[config.mk]
export PLATFORM = sky130hd
export DESIGN_NAME = smfs_sync
export DESIGN_NICKNAME = d
export VERILOG_FILES = /design/src/verilog/smfs_pkg.sv /design/src/verilog/smfs_sync.sv
export VERILOG_INCLUDE_DIRS = /design/src /design/src/verilog
export SDC_FILE = /design/constraint.sdc
export NUM_CORES = 1
export LEC_CHECK = 0
export BUFFER_PORTS_ARGS = -buffer_cell sky130_fd_sc_hd__buf_2
export CAP_MARGIN = 20
export CELL_PAD_IN_SITES_DETAIL_PLACEMENT = 1
export CELL_PAD_IN_SITES_GLOBAL_PLACEMENT = 1
export CORE_MARGIN = 10
export CORE_UTILIZATION = 49
export DETAILED_ROUTE_END_ITERATION = 16
export PLACE_DENSITY = 0.84
export SETUP_SLACK_MARGIN = 0.1
export SLEW_MARGIN = 20
export SYNTH_ARGS = -nofsm -noshare
export SYNTH_HDL_FRONTEND = slang
export SYNTH_SLANG_ARGS = --single-unit
[constraint.sdc]
create_clock -name sys_clk_i -period 5.33 [get_ports sys_clk_i]
set_input_delay 0.2665 -clock sys_clk_i [delete_from_list [all_inputs] [get_ports sys_clk_i]]
set_output_delay 0.2665 -clock sys_clk_i [all_outputs]
set_load 0.01 [all_outputs]
[src/verilog/smfs_cfg.svh]
// Constants of the multiframe sync block
`ifndef SMFS_CFG_SVH
`define SMFS_CFG_SVH
`define SMFS_OFS_STAT_LO 12'h034
`define SMFS_OFS_STAT_HI 12'h035
`define SMFS_OFS_PULSES  12'h036
`define SMFS_OFS_PH_LO   12'h037
`define SMFS_OFS_PH_HI   12'h038
`define SMFS_OFS_JITTER  12'h039
`define SMFS_OFS_MODE    12'h03A
`define SMFS_OFS_LINK    12'h300
`define SMFS_OFS_LAT     12'h302
`define SMFS_OFS_DELAY   12'h304
`define SMFS_OFS_SPREAD  12'h306
`define SMFS_OFS_SUBC    12'h458
`define SMFS_MODE_MON    2'h0
`define SMFS_MODE_CONT   2'h1
`define SMFS_MODE_ONCE   2'h2
`define SMFS_SUBC_MSB    7
`define SMFS_SUBC_LSB    5
`define SMFS_SUBC_ONE    3'h1
`define SMFS_JIT_MSB     5
`define SMFS_JIT_LSB     2
`define SMFS_SPREAD_MAX  8'h0A
`define SMFS_K_FRAMES    32
`define SMFS_OCT_PER_CYC 4
`define SMFS_LINK_EN_BIT 0
`endif

[src/verilog/smfs_pkg.sv]
// Types shared by the multiframe sync block
`include "smfs_cfg.svh"
package smfs_pkg;
  typedef enum logic [4:0] {
    SMFS_LNK_IDLE = 5'h01,
    SMFS_LNK_WAIT = 5'h02,
    SMFS_LNK_LMFC = 5'h04,
    SMFS_LNK_HOLD = 5'h08,
    SMFS_LNK_RUN  = 5'h10
  } smfs_link_e;

  typedef struct packed {
    logic        wr;
    logic        rd;
    logic [11:0] addr;
    logic [7:0]  wdata;
  } smfs_req_s;

  typedef struct packed {
    logic        sref_s1, sref_s2, sref_s3;
    logic [11:0] ph_s1, ph_s2, phase_snap, stat_live, stat_hold;
    logic [7:0]  jit, mode, link, del, spread, subc;
    logic        armed, jflag, lmfc_rx, drain;
    logic [7:0]  lmfc_cnt, pulse_cnt, cnt_hold, since_rx, lat, rdata;
    logic [3:0]  dly;
    smfs_link_e  st;
  } smfs_state_s;
endpackage : smfs_pkg

[src/verilog/smfs_sync.sv]
// Multiframe clock sync, delayed local multiframe clock and link release
`timescale 1ns/10ps
`include "smfs_cfg.svh"
module smfs_sync #(
  parameter int OCTETS_PER_FRAME = 2
) (
  input  wire logic              sys_clk_i,
  input  wire logic              rst_i,
  input  wire smfs_pkg::smfs_req_s reg_req_i,
  output logic [7:0]             reg_rdata_o,
  input  wire logic              sysref_i,
  input  wire logic [11:0]       sysref_phase_i,
  input  wire logic              data_start_i,
  output logic                   lmfc_rx_o,
  output logic                   link_enable_o,
  output logic [3:0]             rx_buffer_delay_o,
  output logic                   data_release_o,
  output logic                   reference_jitter_flag_o
);
  import smfs_pkg::*;

  localparam int PER_I = `SMFS_K_FRAMES * OCTETS_PER_FRAME / `SMFS_OCT_PER_CYC;
  localparam logic [7:0] PER = 8'(PER_I);
  localparam logic [7:0] HALF = 8'(PER_I / 2);
  localparam smfs_state_s RST_STATE = '{st: SMFS_LNK_IDLE, default: '0};

  generate
    if (OCTETS_PER_FRAME != 1 && OCTETS_PER_FRAME != 2 &&
        OCTETS_PER_FRAME != 4) begin : g_bad_f
      $error("OCTETS_PER_FRAME must be 1, 2 or 4");
    end
  endgenerate

  function automatic logic hit(input smfs_req_s r, input logic [11:0] ofs);
    hit = r.wr && (r.addr == ofs);
  endfunction : hit

  smfs_state_s s;
  smfs_state_s n;

  logic       edge_w;
  logic       subc1_w;
  logic       align_w;
  logic       check_w;
  logic       adjust_w;
  logic       ok_w;
  logic [7:0] win_w;
  logic [7:0] dist_w;
  logic [7:0] del_m_w;
  logic [1:0] mode_w;
  logic       link_on_w;

  // The second and third sync stages feed the edge detector
  assign edge_w    = s.sref_s2 & ~s.sref_s3;
  assign subc1_w   = s.subc[`SMFS_SUBC_MSB:`SMFS_SUBC_LSB] == `SMFS_SUBC_ONE;
  // Subclass 0 never aligns to the reference input; its edges are still counted
  assign align_w   = edge_w & subc1_w;
  assign mode_w    = s.mode[1:0];
  assign check_w   = align_w &&
                     ((mode_w == `SMFS_MODE_CONT) ||
                      ((mode_w == `SMFS_MODE_ONCE) && s.armed));
  // Low two bits dropped: the window resolves whole quarter-rate cycles
  assign win_w     = {4'h0, s.jit[`SMFS_JIT_MSB:`SMFS_JIT_LSB]};
  assign dist_w    = (s.lmfc_cnt > HALF) ? PER - s.lmfc_cnt : s.lmfc_cnt;
  assign ok_w      = dist_w <= win_w;
  assign adjust_w  = check_w & ~ok_w;
  // Offset wraps on the multiframe period, a power of two
  assign del_m_w   = s.del & (PER - 8'h01);
  assign link_on_w = s.link[`SMFS_LINK_EN_BIT];

  always_comb begin : nxt_logic
    n = s;
    n.sref_s1 = sysref_i;
    n.sref_s2 = s.sref_s1;
    n.sref_s3 = s.sref_s2;
    n.ph_s1   = sysref_phase_i;
    n.ph_s2   = s.ph_s1;

    if (hit(reg_req_i, `SMFS_OFS_JITTER)) begin
      n.jit = reg_req_i.wdata;
    end
    if (hit(reg_req_i, `SMFS_OFS_LINK)) begin
      n.link = reg_req_i.wdata;
    end
    if (hit(reg_req_i, `SMFS_OFS_DELAY)) begin
      n.del = reg_req_i.wdata;
    end
    if (hit(reg_req_i, `SMFS_OFS_SUBC)) begin
      n.subc = reg_req_i.wdata;
    end
    // Values beyond the buffer depth are clamped so readback shows what is used
    if (hit(reg_req_i, `SMFS_OFS_SPREAD)) begin
      n.spread = (reg_req_i.wdata > `SMFS_SPREAD_MAX) ? `SMFS_SPREAD_MAX
                                                      : reg_req_i.wdata;
    end

    // Arming needs a change into one-shot, so an old setting must be cleared
    if (check_w) begin
      n.armed = 1'b0;
    end
    if (hit(reg_req_i, `SMFS_OFS_MODE)) begin
      n.mode  = reg_req_i.wdata;
      n.armed = (reg_req_i.wdata[1:0] == `SMFS_MODE_ONCE) &&
                (mode_w != `SMFS_MODE_ONCE);
    end

    // Multiframe counter in processing cycles; a realignment makes this edge
    // the boundary, so the following cycle is position one
    if (adjust_w) begin
      n.lmfc_cnt = 8'h01;
    end else if (s.lmfc_cnt >= PER - 8'h01) begin
      n.lmfc_cnt = 8'h00;
    end else begin
      n.lmfc_cnt = s.lmfc_cnt + 8'h01;
    end
    n.lmfc_rx = (s.lmfc_cnt == del_m_w);

    // Phase error is kept in device clocks, four per processing cycle
    if (align_w) begin
      n.phase_snap = s.ph_s2;
      n.stat_live  = adjust_w ? 12'h000
                              : {2'h0, s.lmfc_cnt, 2'h0};
    end

    if (hit(reg_req_i, `SMFS_OFS_STAT_LO)) begin
      n.stat_hold = s.stat_live;
      n.cnt_hold  = s.pulse_cnt;
      n.jflag     = 1'b0;
    end
    // A jitter event in the clearing cycle survives
    if (align_w && !ok_w) begin
      n.jflag = 1'b1;
    end

    // Counter saturates; an edge in the clearing cycle counts as one
    if (hit(reg_req_i, `SMFS_OFS_PULSES)) begin
      n.pulse_cnt = 8'h00;
    end
    if (edge_w) begin
      if (hit(reg_req_i, `SMFS_OFS_PULSES)) begin
        n.pulse_cnt = 8'h01;
      end else if (s.pulse_cnt != 8'hFF) begin
        n.pulse_cnt = s.pulse_cnt + 8'h01;
      end
    end

    if (s.lmfc_rx) begin
      n.since_rx = 8'h01;
    end else if (s.since_rx != 8'hFF) begin
      n.since_rx = s.since_rx + 8'h01;
    end

    unique case (s.st)
      SMFS_LNK_IDLE: begin
        if (link_on_w) begin
          n.st = SMFS_LNK_WAIT;
        end
      end
      SMFS_LNK_WAIT: begin
        if (data_start_i) begin
          n.lat = s.lmfc_rx ? 8'h00 : s.since_rx;
          n.st  = SMFS_LNK_LMFC;
        end
      end
      SMFS_LNK_LMFC: begin
        if (s.lmfc_rx) begin
          n.dly = s.spread[3:0];
          n.st  = SMFS_LNK_HOLD;
        end
      end
      SMFS_LNK_HOLD: begin
        if (s.dly == 4'h0) begin
          n.drain   = 1'b1;
          n.st      = SMFS_LNK_RUN;
        end else begin
          n.dly = s.dly - 4'h1;
        end
      end
      SMFS_LNK_RUN: begin
        n.drain = 1'b1;
      end
    endcase
    if (!link_on_w) begin
      n.st      = SMFS_LNK_IDLE;
      n.drain   = 1'b0;
    end

    // Read data is registered: answer one cycle after the strobe
    if (reg_req_i.rd) begin
      case (reg_req_i.addr)
        `SMFS_OFS_STAT_LO: n.rdata = s.stat_hold[7:0];
        `SMFS_OFS_STAT_HI: n.rdata = {s.jflag, 3'h0, s.stat_hold[11:8]};
        `SMFS_OFS_PULSES:  n.rdata = s.cnt_hold;
        `SMFS_OFS_PH_LO:   n.rdata = s.phase_snap[7:0];
        `SMFS_OFS_PH_HI:   n.rdata = {4'h0, s.phase_snap[11:8]};
        `SMFS_OFS_JITTER:  n.rdata = s.jit;
        `SMFS_OFS_MODE:    n.rdata = s.mode;
        `SMFS_OFS_LINK:    n.rdata = s.link;
        `SMFS_OFS_LAT:     n.rdata = s.lat;
        `SMFS_OFS_DELAY:   n.rdata = s.del;
        `SMFS_OFS_SPREAD:  n.rdata = s.spread;
        `SMFS_OFS_SUBC:    n.rdata = s.subc;
        default:           n.rdata = 8'h00;
      endcase
    end
  end

  always_ff @(posedge sys_clk_i or posedge rst_i) begin : state_reg
    if (rst_i) begin
      s <= RST_STATE;
    end else begin
      s <= n;
    end
  end

  assign reg_rdata_o             = s.rdata;
  assign lmfc_rx_o               = s.lmfc_rx;
  assign link_enable_o           = link_on_w;
  assign rx_buffer_delay_o       = s.spread[3:0];
  assign data_release_o          = s.drain;
  assign reference_jitter_flag_o = s.jflag;

  // Helper for the assertions: cycles spent in the hold state
  logic [4:0] hold_cyc;
  always_ff @(posedge sys_clk_i or posedge rst_i) begin : hold_meter
    if (rst_i) begin
      hold_cyc <= 5'h00;
    end else if (s.st == SMFS_LNK_HOLD) begin
      hold_cyc <= hold_cyc + 5'h01;
    end else begin
      hold_cyc <= 5'h00;
    end
  end
endmodule : smfs_sync
======== Word level (Yosys, flattened, before mapping) ========
Cells that the tools add are included.
word-level totals
  bits of input ports ..................... 38
  word-level logic and storage cells ...... 122
  register bits ........................... 172
  output and inout bits ................... 16
cells by class
  bitwise logic cells ..................... 5
  $lt $le $gt $ge ......................... 4
  multiplexer cells ....................... 27
  reductions and logical operators ........ 23
  add/sub/neg operators ................... 5
  eq/ne operators ......................... 32
operators with widths
  cell                                                                      count
  8-bit case mux with 12 select lines                                       1
  8-bit 2-to-1 mux                                                          11
  12-bit by 6-bit equality test with 1-bit output (second input constant)   7
  12-bit by 10-bit equality test with 1-bit output (second input constant)  4
  8-bit by 1-bit adder with 8-bit output (second input constant)            3
  5-bit case mux with 4 select lines                                        1
  8-bit by 4-bit > comparator with 1-bit output (second input constant)     2
  8-bit != test (second input constant)                                     2
  5-bit 2-to-1 mux                                                          3
  12-bit by 11-bit equality test with 1-bit output (second input constant)  1
  1-bit logical AND                                                         12
  10-bit 2-to-1 mux                                                         1
  9-bit 2-to-1 mux                                                          1
  3-bit != test (second input constant)                                     3
  8-bit by 4-bit equality test with 1-bit output                            1
  8-bit by 4-bit >= comparator with 1-bit output (second input constant)    1
  8-bit by 4-bit <= comparator with 1-bit output                            1
  4-bit case mux with 2 select lines                                        1
  2-bit nonzero test                                                        4
  5-bit by 8-bit subtractor with 8-bit output (first input constant)        1
  1-bit 2-to-1 mux                                                          6
  2-bit != test (second input constant)                                     3
  5-bit by 1-bit equality test with 1-bit output (second input constant)    1
  5-bit by 2-bit equality test with 1-bit output (second input constant)    1
  other kinds (19)                                                          24

======== Depth between registers and ports, before layout ========
Gate-level depths: netlist (run 1).
  depth after elaboration ................. 6
  depth in mapped cells ................... 12
  gate-level depth less buffers ........... 11

======== Least setup slack after synthesis (run 1) ========
OpenSTA, ideal clock, no wires.
  path type ............................... reg2reg
  start point ............................. register s[56] (netlist name)
  end point ............................... register s[51] (netlist name)
  path slack .............................. 2.778 ns
  data arrival time ....................... 2.466 ns
  required time ........................... 5.243 ns
  buffers on the path ..................... 1
  stages on the path, launching flop included .. 12
  clock period less this slack ............ 2.552 ns
  library setup time ...................... 0.087 ns
  path through ............................ dfrtp_1 -> nor3_1 -> nand2_1 -> a21oi_1 -> mux2_2 -> ha_1 -> nor2b_1 -> o211ai_1 -> a21oi_1 -> o21a_1 -> buf_2 -> nor3_1
RTL lines
  item                      RTL line          text
  start: declaration        smfs_sync.sv:38   smfs_state_s s;
  start signal: assignment  smfs_sync.sv:212  s <= n;

==> metrics.yaml, run 1 <==
sta:
  finalCritPeriodShare_pct: 57.6
  slew-limit-headroom_pct: 36.9
  finalSetupTns_ns: 0
  finalSetupViolations: 0
  rsz0062_at_grt: "no"
  maxSlewViolCount: 0
  hold_violations: 0
  max_slew.worst_pin.slew_ns: 0.946
  min_period_ns: 3.07
  finClkSkew_ns: 0.00934
  max_freq_ghz: 0.326
  whs_ns: 0.0416
global_routing:
  grt-ovfl-total: 0
  grt_max_degree: 107
  grt_first_pass_wirelength_um: 34100
  antenna_found_initial: 0
  grt_usage_pct: 20.2
  use_met3_pct: 4.84
  gr-usage-met2_pct: 33.1
  use_met1_pct: 25.3
  grt.busiest_layer: "met2"
  grt_pass1_vias: 6054
worst_setup_path:
  cp_top_family: "compound AO/OA/AOI/OAI gates"
  ff2ff_path_depth: 10
  r2r_slack_ns: 2.26
  r2r-end: "s[49]"
  end_kind: "flip-flop"
  crit_arrival_ns: 3.40
  slowest_stage: "dfrtp_1"
  cpMostUsedCell: "a21oi_1"
  cp-endpoint: "s[49]"
  required_ns: 5.66
  worstSetupStartpoint: "s[56]"
  critPathKind: "reg2reg"
  worst-path-stages: 10
  timing.rr.start: "s[56]"
  path_cells: "nor3_1, nand2_1, a21oi_1, mux2_2, ha_1, nor2b_1, o211ai_1, a21oi_1, o21a_1, a41o_1"
  critPathLaunchType: "flip-flop"
  max_stage_delay_ns: 0.40
  path_buf_inv: 0
  path_max_fanout: 12
drt:
  antenna_left: 0
  drc: 0
  wl_per_cell_um: 22.2
  wirelength_um: 21100
  first_pass_iters: 6
  via_count: 5647
  drt_iter0_drc: 462
  viasPerCell: 5.94
clock_tree:
  clock_path_buffers: 2
  cts_tree: "yes"
  clkTransAtPathRegs_ns: 0.07
  clk_latency_ns: 0.44
  numCtsBuffers: 17
  clkSinkCount: 164
  post_cts_resized: 0
  cts_max_level: 4
  cts_root_buffer: "clkbuf_16"
floorplan:
  die_area_mm2: 0.0210
  core_area_mm2: 0.0153
  die_x_um: 145
  io_pins: 54
  start_util_pct: 50.1
  chipHeight_um: 145
  rows: 45
synth:
  synth_cell_types: 69
  synth_edf_count: 0
  async_flop_share_pct: 100
  syn_area_per_cell_um2: 11.2
  netlist_area_mm2: 0.00765
  yosysSeqAreaShare_pct: 53.7
  synthFlopType: "dfrtp_1"
  syn_inst: 681
  yosys.area.top_type: "dfrtp_1"
  ys_ff_latch: 164
  synth_top_area_share_pct: 53.3
  synth_area_leaders: "dfrtp_1 (53%), mux2_2 (10%), nand2_1 (4.0%), a21oi_1 (2.0%), nor2b_1 (1.9%)"
  yosysWarnings: 0
run_status:
  status: "finished clean"
pwr:
  vdd_drop_max_mv: 0.219
  powerDensity_mw_per_mm2: 329
  p_leak_uw: 0.00404
min_path:
  hold_class: "in2async"
layout:
  fill_cells: 1594
  seqCellArea_mm2: 0.00411
  drive_above_1_share_pct: 24.5
  nets: 774
  n_antenna_cell: 0
  areaGrowthSynthToFinish_pct: 14.1
  multi_input_area_mm2: 0.00329
place:
  portBuffers: 53
  gp_congestion: 0.909
  dpl.hpwl_um: 14600
job:
  maxCapViolCount: 0
==> stage by stage <==
step	instance area, um2	std cells	power, uW	utilization (%)	setup slack, ns
finish	8730	951	2880	57.2	2.26
global route	8730	951	3000	57.2	2.11
CTS	8730	951	2890	57.2	2.30
detailed placement	8000	906	1650	52.4	2.34
global placement	8000	906	1620	52.4	2.54
floorplan	7660	684	1550	-	0.632
==> worst min-delay path by stage <==
stage / startpoint / end / slack [ns]
4_1_cts: rst_i / lmfc_rx_o / 0.08
5_1_grt: rst_i / lmfc_rx_o / 0.11
2_1_floorplan: sysref_phase_i[0] / n[145] / 0.30
6_report: rst_i / lmfc_rx_o / 0.04
3_3_place_gp: n[149] / s[149] / 0.33
3_5_place_dp: n[148] / s[148] / 0.34
==> what timing repair did <==
| item | 4_1_cts | 5_1_grt |
|---|---|---|
| hold buffers | 13 | 0 |
| hold endpoints to repair | 13 | 0 |
| setup buffers | 0 | 0 |
==> synth_stat cells, types with 9 or more instances <==
library cell	number
ha_1	9
buf_2	10
nor2_1	31
nand3_1	25
clkbuf_1	18
nand4_1	10
mux2_2	69
o21ai_0	22
inv_1	13
nor3_1	13
nor2b_1	23
a21oi_1	30
mux2i_1	11
nand2_1	81
dfrtp_1	163
and3_1	9
buf_4	12
==> per-layer routing <==
metal	up-vias	part of all wire (%)	routed length, um
met1	2918	43	9160
met4	0	2.3	480
met5	-	0	0
met3	43	5.1	1080
li1	2517	-	-
met2	169	49	10400
==> kinds of logic after synthesis <==
kind of cell	Yosys count	synth area share (%)
multiplexers	85	13.1
other	1	0.0490
buffers and inverters	58	3.60
adder cells (fa/ha/maj)	9	1.47
AND/OR/NAND/NOR	240	16.8
AO/OA/AOI/OAI	112	9.94
XOR/XNOR	12	1.37
flip-flops	164	53.7
==> final cells by class <==
class                      count  share of cell area (%)
clock inverter                15                    2.05
multi-input combinational    462                    37.7
sequential                   164                    47.0
clock buffer                  17                    4.87
inverter                      14                   0.659
tap                          211                    3.02
timing repair buffer          68                    4.70
==> placed cells by master (no fill, tap or decap), types with 8 or more instances in the layout <==
cell,instances
a21oi_1,30
and3_1,9
buf_2,53
clkbuf_16,17
dfrtp_1,163
dlygate4sd3_1,13
ha_1,9
inv_1,12
mux2_2,69
mux2i_1,11
nand2_1,81
nand3_1,25
nand4_1,10
nor2_1,31
nor2b_1,23
nor3_1,13
o21ai_0,22
xnor2_1,8
==> power breakdown <==
group	leakage, uW	internal [uW]	switching [uW]
clock	0.000297	638	604
sequential	0.00216	1310	76.1
combinational	0.00158	99.6	147
==> flip-flops by register name, summed over array words and instances (netlist names) <==
register and count:
s 128, n 14, reg_rdata_o 8, del_m_w 4, rx_buffer_delay_o 4, mode_w 2, data_release_o 1, link_enable_o 1
lmfc_rx_o 1, reference_jitter_flag_o 1
(Power assumes the default switching activity.)
==> run 2, diff against run 1 <==
- clock period: 5.33 -> 3.2 ns (I/O delays scaled with it)
==> metrics.yaml, run 2 (synthesis gave the netlist of run 1 again) <==
global_routing:
  grt_first_pass_wirelength_um: 33900  # -0.67%
  grt_usage_pct: 20.0  # -0.17 points
  grt_max_degree: 86  # -20%
  grt-ovfl-total: 0  # unchanged
  grt_pass1_vias: 6073  # +0.31%
  antenna_found_initial: 0  # unchanged
layout:
  drive_above_1_share_pct: 25.3  # +0.81 points
  largest_register: "s"
  multi_input_area_mm2: 0.00329  # +0.19%
  layout_common_cells: "dfrtp_1 (163), nand2_1 (81), mux2_2 (69), buf_2 (53), nor2_1 (31)"
  areaGrowthSynthToFinish_pct: 14.7
  largest_reg_flops: 128  # unchanged
  n_antenna_cell: 0  # unchanged
  nets: 783  # +1.2%
  fill_cells: 1581  # -0.82%
  final_common_cell: "dfrtp_1"
  seqCellArea_mm2: 0.00411  # unchanged
floorplan:
  io_pins: 54  # unchanged
  die_area_mm2: 0.0210  # unchanged
  rows: 45  # unchanged
  core_area_mm2: 0.0153  # unchanged
  die_x_um: 145  # unchanged
  chipHeight_um: 145  # unchanged
  start_util_pct: 50.1  # unchanged
sta:
  finalSetupViolations: 0  # unchanged
  maxSlewViolCount: 0  # unchanged
  finalCritPeriodShare_pct: 86.9  # +29 points
  max_slew.worst_pin.slew_ns: 0.788  # -0.158 ns
  hold_violations: 0  # unchanged
  slew-limit-headroom_pct: 47.2  # +10 points
  max_freq_ghz: 0.359  # +10%
  rsz0062_at_grt: "no"
  min_period_ns: 2.78  # -0.290 ns
  finClkSkew_ns: 0.0122  # +0.00285 ns
  finalSetupTns_ns: 0  # unchanged
  whs_ns: 0.0659  # +0.0243 ns
place:
  dpl.hpwl_um: 14700  # +0.67%
  portBuffers: 53  # unchanged
  gp_congestion: 0.922  # +1.5%
pwr:
  swShare_pct: 27.1  # -1.7 points
  clockPowerShare_pct: 42.2  # -1.0 points
  power_switching_uw: 1280  # +55%
  powerDensity_mw_per_mm2: 539  # +64%
  p_leak_uw: 0.00407  # +0.56%
  seq_power_share_pct: 48.9  # +0.7 points
  vdd_drop_max_mv: 0.443  # +100%
  comb_power_share_pct: 8.9  # +0.3 points
  p_int_uw: 3450  # +68%
worst_setup_path:
  ff2ff_path_depth: 10  # unchanged
  required_ns: 3.52  # -2.14 ns
  critPathLaunchType: "flip-flop"
  crit_arrival_ns: 3.10  # -0.30 ns
  worstSetupStartpoint: "s[56]"
  critPathKind: "reg2reg"
  end_kind: "flip-flop"
  r2r_slack_ns: 0.42  # -1.84 ns
  timing.rr.start: "s[56]"
  cp-endpoint: "s[49]"
  r2r-end: "s[49]"
  path_max_fanout: 12  # unchanged
clock_tree:
  clk_latency_ns: 0.44  # about the same
  cts_setup_buffers: 0  # unchanged
  numCtsBuffers: 17  # unchanged
  cts_root_buffer: "clkbuf_16"
  clkSinkCount: 164  # unchanged
  cts_max_level: 4  # unchanged
  cts_tree: "yes"
  clock_path_buffers: 2  # unchanged
  clkTransAtPathRegs_ns: 0.07  # about the same
run_status:
  status: "finished clean"
drt:
  antenna_left: 0  # unchanged
  wl_per_cell_um: 21.9  # -1.3%
  drt_iter0_drc: 549  # +19%
  via_count: 5672  # +0.44%
  first_pass_iters: 5  # -1
  wirelength_um: 21000  # -0.52%
  viasPerCell: 5.91  # -0.40%
  drc: 0  # unchanged
job:
  maxCapViolCount: 0  # unchanged
min_path:
  hold_class: "in2reg"
==> run 2: what timing repair did <==
item	in CTS	in global routing
gates resized for setup	0	2
hold buffers	14	0
endpoints found under the setup margin	0	12
endpoints found under the hold margin	39	0
==> run 2: worst min path at each step <==
stage,start,endpoint,slack (ns),cells after the start
3_3_place_gp,rst_i,s[50],0.27,2
3_5_place_dp,sysref_phase_i[3],n[148],0.27,1
2_1_floorplan,sysref_phase_i[0],n[145],0.19,0
5_1_grt,reg_req_i[20],reg_rdata_o[3],0.07,3
6_report,reg_req_i[20],reg_rdata_o[3],0.07,3
4_1_cts,reg_req_i[20],reg_rdata_o[2],0.05,3
==> run 2: area by class of cell <==
cell class	count	area share (%)
inverter	14	0.641
timing repair buffer	77	5.62
sequential	164	46.8
multi-input combinational	462	37.5
tap	211	3.01
clock inverter	13	1.55
clock buffer	18	4.89
==> run 2: stage by stage <==
step / worst slack, ns / std cells / util [%] / instance area [um2] / power, uW
2_1_floorplan: 0.648 / 684 / - / 7670 / 2580
3_3_place_gp: 0.420 / 914 / 52.9 / 8070 / 2710
3_5_place_dp: 0.300 / 914 / 52.9 / 8070 / 2740
4_1_cts: 0.263 / 959 / 57.5 / 8770 / 4760
5_1_grt: 0.256 / 959 / 57.5 / 8780 / 4910
6_report: 0.418 / 959 / 57.5 / 8780 / 4730
==> run 2: worst max-delay path, stage by stage, from the launching register on <==
cell,delay (ns)
dfrtp_1,0.41
nor3_2,0.25
nand2_1,0.23
a21oi_1,0.19
mux2_2,0.35
ha_1,0.30
nor2b_1,0.14
o211ai_1,0.15
a21oi_1,0.10
o21a_2,0.31
a41o_1,0.23
==> run 2: layer usage <==
metal	up-vias	share of wire [%]	global-route usage [%]
met4	0	2.5	7.56
li1	2541	-	-
met5	-	0	0
met1	2949	43	25.3
met2	147	50	33.0
met3	35	4.4	3.97
==> run 2: power groups by stage <==
| stage | Sequential (uW) | Combinational [uW] | Clock (uW) |
|---|---|---|---|
| 4_1_cts | 2310 | 426 | 2020 |
| 3_5_place_dp | 2340 | 403 | 0 |
| 3_3_place_gp | 2330 | 382 | 0 |
| 2_1_floorplan | 2300 | 280 | 0 |
| 6_report | 2310 | 422 | 1990 |
| 5_1_grt | 2330 | 473 | 2110 |
==> run 3, diff against run 2 <==
- CORE_ASPECT_RATIO: default -> 1.5
- clock period: 3.2 -> 2.75 ns (I/O delays scaled with it)
==> metrics.yaml, run 3 (synthesis gave the netlist of run 1 again) <==
clock_tree:
  cts_tree: "yes"
  cts_root_buffer: "clkbuf_16"
  clkSinkCount: 164  # unchanged
  clock_path_buffers: 2  # unchanged
  clk_latency_ns: 0.44  # about the same
  numCtsBuffers: 17  # unchanged
  clkTransAtPathRegs_ns: 0.06  # about the same
  cts_max_level: 4  # unchanged
sta:
  max_slew.worst_pin.slew_ns: 0.863  # +0.0743 ns
  worst_slack_ns: 0.217  # -0.201 ns
  maxSlewViolCount: 0  # unchanged
  rsz0062_at_grt: "no"
  finClkSkew_ns: 0.00606  # -0.00614 ns
  max_freq_ghz: 0.395  # +9.8%
  finalCritPeriodShare_pct: 92.1  # +5.2 points
  finalSetupViolations: 0  # unchanged
  min_period_ns: 2.53  # -0.249 ns
  slew-limit-headroom_pct: 42.5  # -4.8 points
  hold_violations: 35  # +35
  whs_ns: -0.0272  # -0.0931 ns
place:
  portBuffers: 53  # unchanged
  gp_congestion: 0.987  # +7.0%
  pre_cts_slack_ns: -0.0693  # -0.370 ns
  dpl.hpwl_um: 15000  # +2.3%
  placed_cell_area_mm2: 0.00812  # +0.65%
layout:
  layout_common_cells: "dfrtp_1 (162), nand2_1 (81), mux2_2 (69), buf_2 (53), nor2_1 (31)"
  largest_register: "s"
  largest_reg_flops: 128  # unchanged
  areaGrowthSynthToFinish_pct: 17.5
  postLayoutCellArea_mm2: 0.00899  # +2.4%
  final_common_cell: "dfrtp_1"
  drive_above_1_share_pct: 28.1  # +2.8 points
  n_antenna_cell: 0  # unchanged
  utilization_pct: 59.1  # +1.6 points
  nets: 796  # +1.7%
floorplan:
  rows: 55  # +22%
  io_pins: 54  # unchanged
  die_area_mm2: 0.0211  # +0.49%
  die_x_um: 122  # -16%
  chipHeight_um: 173  # +19%
  core_area_mm2: 0.0152  # -0.33%
  start_util_pct: 50.3  # +0.17 points
global_routing:
  grt_usage_pct: 21.9  # +1.9 points
  antenna_found_initial: 0  # unchanged
  grt_first_pass_wirelength_um: 36300  # +6.9%
  grt_max_degree: 165  # +92%
  grt_pass1_vias: 6487  # +6.8%
  grt-ovfl-total: 0  # unchanged
worst_setup_path:
  path_max_fanout: 6  # -6
  slowest_stage: "dfrtp_1"
  crit_arrival_ns: 2.86  # -0.24 ns
  end_kind: "flip-flop"
  critPathLaunchType: "flip-flop"
  timing.rr.start: "s[56]"
  r2r-end: "s[49]"
  ff2ff_path_depth: 10  # unchanged
  critPathKind: "reg2reg"
  path_buf_inv: 0  # unchanged
  path_cells: "nor3_2, nand2_1, a21oi_2, mux2_2, ha_4, nor2b_1, o211ai_1, a21oi_2, o21a_4, a41o_1"
  max_stage_delay_ns: 0.39  # -0.02 ns
  cpMostUsedCell: "a21oi_2"
  cp_top_family: "compound AO/OA/AOI/OAI gates"
  r2r_slack_ns: 0.22  # -0.20 ns
  required_ns: 3.07  # -0.45 ns
run_status:
  violations: "negative hold slack"
  status: "finished, violations left"
drt:
  viasPerCell: 6.01  # +1.5%
  via_count: 5771  # +1.7%
  wl_per_cell_um: 23.4  # +6.9%
  wirelength_um: 22500  # +7.1%
  drc: 0  # unchanged
  antenna_left: 0  # unchanged
  drt_iter0_drc: 440  # -20%
  first_pass_iters: 5  # unchanged
pwr:
  vdd_drop_max_mv: 0.380  # -14%
  p_leak_uw: 0.00417  # +2.5%
  powerDensity_mw_per_mm2: 641  # +19%
min_path:
  hold_class: "in2async"
job:
  maxCapViolCount: 0  # unchanged
==> run 3: changes by cell type in the layout (fill, tap and decap cells not counted), sizes merged <==
cell and change:
buf +13, clkbuf +1, inv -1, dlygate4sd3 -1, clkinv -1, bufinv +2, o21a +1
==> run 3: final cells by class <==
class | instances | area [um2]
Tap cell | 199 | 249
Sequential cell | 164 | 4110
Clock buffer | 19 | 453
Multi-Input combinational cell | 463 | 3350
Inverter | 14 | 56.3
Fill cell | 1599 | 6220
Timing Repair Buffer | 89 | 581
Clock inverter | 13 | 189
==> run 3: repair_timing <==
action                                  in CTS  in global routing
hold buffers                                13                  0
endpoints found under the setup margin      12                 13
resized for setup                            9                  5
cloned                                       1                  0
setup buffers                                2                  2
endpoints found under the hold margin       13                  0
pin swaps                                    3                  5
==> run 3: stage by stage <==
step | hold slack (ns) | cells | power (uW) | setup TNS [ns]
after floorplan | 0.169 | 684 | 3010 | 0
after global placement | 0.245 | 911 | 3150 | 0
after detailed placement | 0.247 | 911 | 3200 | -0.208
after CTS | 0.0236 | 959 | 5790 | 0
after global routing | 0.0557 | 961 | 5990 | 0
final | -0.0272 | 961 | 5760 | 0
==> run 3: how the worst max path moves through the flow <==
stage | end | cells after the start | slack, ns | from
after floorplan | s[51] | 11 | 0.20 | s[56]
after global placement | s[49] | 10 | 0.13 | s[56]
after detailed placement | s[49] | 11 | -0.07 | s[50]
after CTS | s[49] | 10 | 0.12 | s[54]
after global routing | s[49] | 10 | 0.12 | s[56]
final | s[49] | 10 | 0.22 | s[56]
==> run 3: power breakdown <==
part	leakage [uW]	switching [uW]	internal [uW]	total, uW
sequential	0.00216	144	2540	2690
clock	0.000312	1070	1510	2580
combinational	0.00170	295	205	500
==> run 3: tightest hold or removal path: stages <==
cell	delay, ns
buf_2	0.11
clkinvlp_4	0.07
buf_12	0.61
==> run 3: per-layer routing <==
| layer | part of all wire, % | wire length [um] | up-vias | global-route usage [%] |
|---|---|---|---|---|
| met4 | 4.0 | 905 | 0 | 11.8 |
| li1 | - | - | 2560 | - |
| met1 | 37 | 8350 | 2979 | 23.7 |
| met5 | 0 | 0 | - | 0 |
| met3 | 4.0 | 889 | 53 | 3.88 |
| met2 | 55 | 12300 | 179 | 38.8 |
